$ cat src/hw/brd_pkg.sv
// Constants, divisor table and carrier types of the baud rate divider.
package brd_pkg;

  // ----------------------------------------------------------------
  // Widths and limits
  // ----------------------------------------------------------------
  localparam int BRD_SEL_W = 5;
  localparam int BRD_DIV_W = 20;
  localparam int BRD_ROM_W = 19;
  localparam int BRD_ROM_DEPTH = 32;
  localparam logic [19:0] BRD_MIN_DIV = 20'h00006;
  localparam logic [19:0] BRD_MAX_DIV = 20'h80001;
  localparam int BRD_WIDE_BIT = 4;
  localparam logic [4:0] BRD_SEL_RST = 5'h1f;
  localparam logic [1:0] BRD_QTR_RST = 2'h0;
  localparam logic [1:0] BRD_QTR_STEP = 2'h1;
  localparam logic [19:0] BRD_ONE = 20'h00001;

  // ----------------------------------------------------------------
  // Timing
  // ----------------------------------------------------------------
  localparam int BRD_CLK_MHZ = 50;
  localparam int BRD_CHANGE_NS = 3500;
  localparam int BRD_CHANGE_CYC = BRD_CHANGE_NS * BRD_CLK_MHZ / 1000;

  // ----------------------------------------------------------------
  // Divisor table: 32X codes first, then 16X codes
  // ----------------------------------------------------------------
  localparam logic [18:0] BRD_DIV_ROM [BRD_ROM_DEPTH] = '{
    19'h00c60, 19'h00840, 19'h005a0, 19'h00499,
    19'h00420, 19'h00318, 19'h00210, 19'h00108,
    19'h00084, 19'h00058, 19'h00042, 19'h0002c,
    19'h00021, 19'h00016, 19'h00010, 19'h00008,
    19'h018c0, 19'h01080, 19'h00b40, 19'h00933,
    19'h00840, 19'h00420, 19'h00210, 19'h00108,
    19'h000b0, 19'h0009e, 19'h00084, 19'h00058,
    19'h00042, 19'h0002c, 19'h00021, 19'h00010
  };

  // ----------------------------------------------------------------
  // Types
  // ----------------------------------------------------------------
  typedef struct packed {
    logic [4:0] code;
    logic [4:0] conn;
    logic strobe;
  } brd_sel_req_t;

  typedef enum logic [1:0] {
    BRD_ST_HIGH = 2'b01,
    BRD_ST_LOW = 2'b10
  } brd_phase_t;

endpackage : brd_pkg

$ cat src/hw/brd_sel_latch.sv
// Divisor select latch with pull-up behaviour on open inputs.
module brd_sel_latch (
  // Clock and reset
  input wire logic clk,
  input wire logic rst,
  // Select inputs
  input brd_pkg::brd_sel_req_t req,
  // Latched select
  output logic [4:0] sel_ff
);
  import brd_pkg::*;

  logic [4:0] sel_eff;
  logic [4:0] nxt_sel;

  // ----------------------------------------------------------------
  // Input levels and latch
  // ----------------------------------------------------------------
  always_comb begin
    sel_eff = (req.code & req.conn) | ~req.conn;
    nxt_sel = sel_ff;
    if (req.strobe) begin
      nxt_sel = sel_eff;
    end
  end

  always_ff @(posedge clk) begin
    if (rst) begin
      sel_ff <= BRD_SEL_RST;
    end else begin
      sel_ff <= nxt_sel;
    end
  end

endmodule : brd_sel_latch

$ cat src/hw/brd_qtr_div.sv
// Fixed divide-by-four reference output.
module brd_qtr_div (
  // Clock and reset
  input wire logic clk,
  input wire logic rst,
  // Output
  output logic qtr_ff
);
  import brd_pkg::*;

  logic [1:0] cnt_ff;
  logic [1:0] nxt_cnt;
  logic nxt_qtr;

  // ----------------------------------------------------------------
  // Counter
  // ----------------------------------------------------------------
  always_comb begin
    nxt_cnt = cnt_ff + BRD_QTR_STEP;
    nxt_qtr = nxt_cnt[1];
  end

  always_ff @(posedge clk) begin
    if (rst) begin
      cnt_ff <= BRD_QTR_RST;
      qtr_ff <= 1'b0;
    end else begin
      cnt_ff <= nxt_cnt;
      qtr_ff <= nxt_qtr;
    end
  end

endmodule : brd_qtr_div

$ cat src/hw/brd_top.sv
// Baud rate divider: select latch, divisor table and output divider.
//
// What this block does
// - Divide the reference clock by a divisor taken from the table, clamped to six through 2^19+1.
// - Even divisor gives square output; odd divisor high one period longer.
// - A fixed output runs at one quarter of the reference clock.
// - Four-bit variant indexes a sixteen-entry table of nineteen-bit divisors.
// - Select latch loads the inputs on each clock edge while the strobe input is high.
// - Default build: new divisor takes effect within 3.5 us, once latched while the strobe is high.
// - Build option delays a new divisor to the end of the half-cycle.
// - Open select inputs read as one; the strobe has no pull-up.
// - Five-bit 32X codes select 3168 down to 8 in table order.
// - Five-bit 16X codes select 6336 down to 16 in table order.
module brd_top #(
  parameter bit WIDE_SEL = 1'b0,
  parameter bit DEFER_CHANGE = 1'b0
) (
  // Reference clock and reset
  input wire logic clk,
  input wire logic rst,
  // Divisor select
  input wire logic [4:0] div_sel,
  input wire logic [4:0] div_sel_conn,
  input wire logic div_sel_strobe,
  // Clock outputs
  output logic baud_clk,
  output logic ref_quarter,
  // Status
  output logic [4:0] div_sel_latched,
  output logic [19:0] div_active
);
  import brd_pkg::*;

  // ----------------------------------------------------------------
  // Table lookup
  // ----------------------------------------------------------------
  function automatic logic [19:0] brd_lookup(input logic [4:0] code,
                                             input logic wide);
    logic [4:0] idx;
    logic [19:0] d;
    idx = code;
    if (!wide) begin
      idx = {1'b1, code[3:0]};
    end
    d = {1'b0, BRD_DIV_ROM[idx]};
    if (d < BRD_MIN_DIV) begin
      d = BRD_MIN_DIV;
    end else if (d > BRD_MAX_DIV) begin
      d = BRD_MAX_DIV;
    end
    return d;
  endfunction : brd_lookup

  function automatic logic [19:0] brd_half(input logic [19:0] d,
                                           input logic high);
    logic [20:0] sum;
    sum = {1'b0, d} + {20'h00000, high};
    return sum[20:1] - BRD_ONE;
  endfunction : brd_half

  // ----------------------------------------------------------------
  // Select latch and quarter output
  // ----------------------------------------------------------------
  brd_sel_req_t sel_req;
  logic [4:0] sel_ff;
  logic qtr_ff;

  assign sel_req.code = div_sel;
  assign sel_req.conn = div_sel_conn;
  assign sel_req.strobe = div_sel_strobe;

  brd_sel_latch u_latch (
    .clk(clk),
    .rst(rst),
    .req(sel_req),
    .sel_ff(sel_ff)
  );

  brd_qtr_div u_qtr (
    .clk(clk),
    .rst(rst),
    .qtr_ff(qtr_ff)
  );

  // ----------------------------------------------------------------
  // Output divider
  // ----------------------------------------------------------------
  brd_phase_t phase_ff;
  brd_phase_t nxt_phase;
  logic [19:0] cnt_ff;
  logic [19:0] nxt_cnt;
  logic [19:0] div_ff;
  logic [19:0] nxt_div;
  logic [19:0] div_new;
  logic out_ff;
  logic nxt_out;
  logic started_ff;
  logic nxt_started;

  assign div_new = brd_lookup(sel_ff, WIDE_SEL);

  always_comb begin
    nxt_phase = phase_ff;
    nxt_cnt = cnt_ff;
    nxt_div = div_ff;
    nxt_out = out_ff;
    nxt_started = 1'b1;
    if (!started_ff) begin
      nxt_div = div_new;
      nxt_phase = BRD_ST_HIGH;
      nxt_out = 1'b1;
      nxt_cnt = brd_half(div_new, 1'b1);
    end else if (!DEFER_CHANGE && div_new != div_ff) begin
      nxt_div = div_new;
      nxt_phase = BRD_ST_HIGH;
      nxt_out = 1'b1;
      nxt_cnt = brd_half(div_new, 1'b1);
    end else if (cnt_ff != 20'h00000) begin
      nxt_cnt = cnt_ff - BRD_ONE;
    end else begin
      // take new divisor at half end
      nxt_div = div_new;
      case (phase_ff)
        BRD_ST_HIGH: begin
          nxt_phase = BRD_ST_LOW;
          nxt_out = 1'b0;
          nxt_cnt = brd_half(div_new, 1'b0);
        end
        BRD_ST_LOW: begin
          nxt_phase = BRD_ST_HIGH;
          nxt_out = 1'b1;
          nxt_cnt = brd_half(div_new, 1'b1);
        end
        default: begin
          nxt_phase = BRD_ST_HIGH;
          nxt_out = 1'b1;
          nxt_cnt = brd_half(div_new, 1'b1);
        end
      endcase
    end
  end

  always_ff @(posedge clk) begin
    if (rst) begin
      phase_ff <= BRD_ST_HIGH;
      cnt_ff <= 20'h00000;
      div_ff <= BRD_MIN_DIV;
      out_ff <= 1'b0;
      started_ff <= 1'b0;
    end else begin
      phase_ff <= nxt_phase;
      cnt_ff <= nxt_cnt;
      div_ff <= nxt_div;
      out_ff <= nxt_out;
      started_ff <= nxt_started;
    end
  end

  // ----------------------------------------------------------------
  // Outputs
  // ----------------------------------------------------------------
  assign baud_clk = out_ff;
  assign ref_quarter = qtr_ff;
  assign div_sel_latched = sel_ff;
  assign div_active = div_ff;

endmodule : brd_top

$ cat config.mk
export PLATFORM = sky130hd
export DESIGN_NAME = brd_top
export DESIGN_NICKNAME = d
export VERILOG_FILES = /design/src/hw/brd_pkg.sv /design/src/hw/brd_sel_latch.sv /design/src/hw/brd_qtr_div.sv /design/src/hw/brd_top.sv
export SDC_FILE = /design/constraint.sdc
export NUM_CORES = 1
export LEC_CHECK = 0
export ABC_CLOCK_PERIOD_IN_PS = 4550
export BUFFER_PORTS_ARGS = -buffer_cell sky130_fd_sc_hd__clkbuf_2
export CAP_MARGIN = 20
export CORE_ASPECT_RATIO = 0.9
export CORE_MARGIN = 2
export CORE_UTILIZATION = 35
export CTS_CLUSTER_SIZE = 20
export DETAILED_ROUTE_END_ITERATION = 6
export GPL_ROUTABILITY_DRIVEN = 0
export PLACE_DENSITY = 0.61
export REMOVE_ABC_BUFFERS = 1
export SLEW_MARGIN = 20
export SYNTH_ARGS = -nofsm -noshare
export SYNTH_HDL_FRONTEND = slang
export SYNTH_HIERARCHICAL = 1
export SYNTH_SLANG_ARGS = --single-unit
$ cat constraint.sdc
create_clock -name clk -period 4.55 [get_ports clk]
set_input_delay 0.91 -clock clk [delete_from_list [all_inputs] [get_ports clk]]
set_output_delay 0.91 -clock clk [all_outputs]
set_load 0.01 [all_outputs]
# Word level (Yosys, flattened, before mapping)
# Memories as Yosys holds them, arrays and structs flattened.
# Index checks and enable logic that the tools add are counted.
dict set report word_totals {
  inputBits 13
  wordCells 44
  romBits 608
  ff_bits 52
  memories 1
}
# name words width rd rd_clocked_by_memory_dff write_ports line_no
set mem_list {}
lappend mem_list {{(name not given)} 32 19 1 0 0 brd_top.sv:45} ;# d = {1'b0, BRD_DIV_ROM[idx]};
dict set report classes {
  add_sub_neg 5
  magnitude_cmp 3
  bitwise 5
  n_eq_ne 3
  reduce_logical 2
  n_mux 17
}
# cell n
set op_table {}
lappend op_table {{$mux 20} 9}
lappend op_table {{$sub 20x1->20 const B} 2}
lappend op_table {{$mux 19} 2}
lappend op_table {{$add 20x1->21 const B} 1}
lappend op_table {{$gt 19x20->1 const B} 1}
lappend op_table {{$ne 20x20->1} 1}
lappend op_table {{$reduce_bool 20->1} 1}
lappend op_table {{$sub 19x1->20 const B} 1}
lappend op_table {{$lt 19x3->1 const B} 1}
lappend op_table {{$ge 6x6->1 const B} 1}
lappend op_table {{$not 5->6} 1}
lappend op_table {{$and 5x5->5} 1}
lappend op_table {{$mux 1} 5}
lappend op_table {{$not 5->5} 1}
lappend op_table {{$or 5x5->5} 1}
lappend op_table {{$ne 3x3->1 const B} 1}
lappend op_table {{$reduce_or 3->1} 1}
lappend op_table {{$add 2x1->2 const B} 1}
lappend op_table {{$eq 2x1->1 const B} 1}
lappend op_table {{$mux 2} 1}
lappend op_table {{$not 1->1} 1}

# Longest topological paths before layout
dict set report depth {
  word_depth 13
  depth_mapped 16
  mapped_depth_nobuf 15
}

# By module
# Netlist, hierarchy kept.
# mod area_per_inst_um2 cells_per_inst n_inst seq_area_each_um2
set by_module_without_submodules {}
lappend by_module_without_submodules {brd_top 3041.7 379 1 740.7}
lappend by_module_without_submodules {brd_sel_latch 210.2 22 1 100.1}
lappend by_module_without_submodules {brd_qtr_div 56.3 5 1 40.0}

# Least setup slack after synthesis
# No wires, ideal clock.
dict set report synth_path {
  kind {reg-to-reg}
  startpoint {register u_latch.sel_ff[0]}
  endpoint {register, netlist name cnt_ff[13]}
  stages_incl_launch_ff 16
  setup_slack_ns 0.130
  arrival_time_ns 4.351
  synth_period_minus_slack_ns 4.420
  required_time_ns 4.481
  setup_ns 0.069
  path_cell_list {dfxtp_1 inv_1 ha_1 mux4_2 buf_2 nor3_4 a21oi_1 inv_1 ha_1 buf_2 nand2_2 or4_4 a211oi_2 or3b_4 or4_4 o21ai_1}
}
# item line_no
set synth_rtl {}
lappend synth_rtl {{start, declared} brd_sel_latch.sv:9} ;# output logic [4:0] sel_ff
lappend synth_rtl {{start signal, assigned} brd_sel_latch.sv:31} ;# sel_ff <= nxt_sel;

==> results.md <==
- Hold buffer count at cts: 0
- Post-synth top cells: dfxtp_1, nor2_1, xnor2_1
- Core area: about 9200 µm²
- Die ar.: 10200 µm²
- CP Launch Type: flip-flop
- PortBufs: 32
- CP bufs+invs: 2
- Post-Synth Simple-Gate Area: 0.291
- Clock share of power: 0.217
- Total clock sinks: 44
- Combinational Power Share: 0.377
- Final period util: 0.961
- Number of synthesized flops with an enable pin: 0
- Most frequent cell after synthesis: dfxtp_1
- # rows: 33
- TritonCTS Buffers: 5
- Post-DP HPWL: 6890 µm
- Drt wl/cell: 15.8 µm
- Slowest cell on the critical path: mux4_2
- Post-Synthesis Cells: 406
- Syn Area/Cell: slightly above 8 µm²
- FF-to-FF Start: u_latch/sel_ff[0]
- H-tree Lvls: 2
- Max-slew violation count: 0
- Reg2reg end: cnt_ff[19]
- Ant diodes: 0
- PD cells: 299 nW/µm²
- Worst-path cell chain: inv_1, ha_1, mux4_2, nor3_4, a21oi_1, inv_1, ha_1, a21boi_1, nand2_1, a2111o_1, o211a_2, or3b_4, or4_4, o21ai_1
- Initial Utilization: 0.361
- Post-synth ARST share: 0
- XOR/XNOR Fraction of Synth Area: 0.101
- Post-synth cell types: 75
- P_int: 0.688 mW
- Compound-Gate Fraction of Synth Area: 0.177
- Post-DRT Antenna Nets: 0
- Share of cells above drive strength 1: 0.159
- Via/cell ratio: 5.62
- Max transition margin: 0.365
- Vias in the first global route: 2942
- Pre-CTS setup slack: between 0.07 and 0.08 ns
- Main combinational cell family by area after synthesis: simple AND/OR/NAND/NOR gates
- Die H: 96.2 µm
- Switch share: 0.367
- R2R depth: 14
- Clock-pin slew on the worst setup and hold paths: 0.08 ns
- Least-Margin Pin Slew: 0.928 ns
- CP top delay family: simple AND/OR/NAND/NOR gates
- Final Critical Period: 4.37 ns
- Seq cells post-synth: 44
- Sw Pwr: about 0.40 mW
- Hold path cells: 1
- CP Capture Type: flip-flop
- Area share of the largest cell type after synthesis: 0.266
- Worst Path Arrival: 4.60 ns
- Peak VDD IR: 0.000151 V
- Slack of the critical path: approximately 0.18 ns
- R2r setup slk: 0.18 ns
- Root Driver: clkbuf_8
- Clk_skew: 0.0127 ns
- Final Hold Slack: roughly 0.45 ns
- Final setup violation count: 0
- Initial antenna violation count: 0
- Seq/Total Area, Yosys: 0.266
- Largest net degree at the start of global routing: 24
- Fmax: 229 MHz
- Hold Violations, Final: 0
- CTS tree: built
- Later-pin clock latency in the skew report: 0.30 ns
- Critical path data required time: 4.78 ns
- Critical Path Fanout Max: 9
- Reg power frac: 0.406
- Crit path largest cell delay: 0.53 ns
- Hold endpoint: u_qtr/cnt_ff[0]
- Post-synthesis mux area share: 0.0393
- Nets: 465
- Io pins: 40
- First-pass GRT wire length: 14700 µm
- DR iter-0 viols: 262
- Layout overhead on the synthesized area: 9.98%
- Final non-filler cell total: approximately 560
- Lkg Pwr: 1.48 nW
- Vias after detailed routing: 3153
- Cell taking the most area after synthesis: dfxtp_1
- Critical path class: reg2reg
- Setup_tns: 0 ns
- Worst hold path type: reg2reg
- Mapped Area: 3310 µm²
- WL final: 8870 µm
- Status: finished clean
- Die width: 106 µm
- Post-Synth Adder-Cell Area: 0.0492
- DRC viols: 0
- Max-cap viol count: 0
- Hold Path Origin: u_qtr/cnt_ff[0]
- RSZ-0062 raised after global routing: no
- Main area contributors after synthesis: dfxtp_1, xnor2_1, ha_1
- Top_reg_cell synth: dfxtp_1
- TritonRoute pass-1 iters: 5
- Synth Warn #: 6
- Post-Place Cells: 552
- Gr ovfl total: 0
- Number of buffers on the longest clock path: 2
- GRT Total Usage: 0.180
how the worst max path moves through the flow:
stage	start	to	slack [ns]	depth (start not counted)
after floorplan	u_latch/sel_ff[3]	cnt_ff[13]	0.13	12
after global placement	u_latch/sel_ff[0]	cnt_ff[15]	0.31	14
after detailed placement	u_latch/sel_ff[0]	cnt_ff[13]	0.07	14
after CTS	u_latch/sel_ff[0]	cnt_ff[19]	0.06	14
after global routing	u_latch/sel_ff[0]	cnt_ff[13]	0.02	14
final	u_latch/sel_ff[0]	cnt_ff[19]	0.18	14
placed cells by master (no fill, tap or decap), types with 7 or more instances in the layout:
cell	n
ha_1	13
inv_1	13
nor4_1	7
o22ai_1	9
nor3_1	20
a21oi_1	16
xor2_1	11
clkbuf_2	32
nor2_1	38
buf_4	15
xnor2_1	27
conb_1	7
dfxtp_1	42
o21ai_0	11
a211oi_1	7
nand3_1	23
nand2_1	26
stage by stage:
stage | instance area, µm² | power [mW] | util
2_1_floorplan | 3130 | 0.738 | -
3_3_place_gp | 3540 | 0.848 | 0.387
3_5_place_dp | 3540 | 0.852 | 0.387
4_1_cts | 3620 | 1.09 | 0.395
5_1_grt | 3640 | 1.16 | 0.397
6_report | 3640 | 1.09 | 0.397
worst register-to-register path: stages, from the launching register on:
cell and delay (ns):
dfxtp_2 0.41, inv_1 0.10, ha_1 0.33, mux4_2 0.53, nor3_4 0.35, a21oi_1 0.14
inv_1 0.13, ha_1 0.17, a21boi_1 0.29, nand2_1 0.15, a2111o_1 0.38, o211a_2 0.27
or3b_4 0.42, or4_4 0.53, o21ai_1 0.11
state kept, by name, indices dropped and copies added (netlist names):
| name | count |
|---|---|
| div_active | 13 |
| started_ff | 1 |
| phase_ff | 2 |
| u_latch/sel_ff | 5 |
| cnt_ff | 20 |
| baud_clk | 1 |
| u_qtr/qtr_ff | 1 |
| u_qtr/cnt_ff | 1 |
power groups by stage:
stage	combinational (mW)	sequential (mW)	clock, mW
after global placement	0.399	0.449	0
after detailed placement	0.402	0.451	0
final	0.410	0.442	0.236
after CTS	0.404	0.441	0.242
after global routing	0.453	0.446	0.258
after floorplan	0.287	0.451	0
repair_timing:
item	in CTS	in global routing
buffers inserted	0	2
hold endpoints to repair	0	0
setup endpoints to repair	0	5
resized for setup	0	2
cell type report:
class / count / area [µm²]
clock buffers: 6 / 72.6
clock inverters: 1 / 5.00
fillers: 949 / 5530
inverters: 14 / 52.6
multi-input cells: 327 / 2200
flip-flops and latches: 44 / 883
well taps: 122 / 153
repair buffers: 47 / 273
cells by family (layout without fill, tap and decap cells):
logic type	Yosys count	count (layout)
multiplexers	10	10
AO/OA/AOI/OAI	84	84
adder cells (fa/ha/maj)	13	13
AND/OR/NAND/NOR	175	175
XOR/XNOR	38	38
flip-flops	44	44
buffers and inverters	41	68
other	1	7
layer usage:
metal / routed length [µm] / track usage / up-vias
met2: 4000 / 0.290 / 125
li1: - / - / 1527
met4: 111 / 0.0584 / 0
met1: 4160 / 0.247 / 1489
met5: 0 / 0 / -
met3: 601 / 0.0318 / 12
Power figures use the tool's default switching activity.
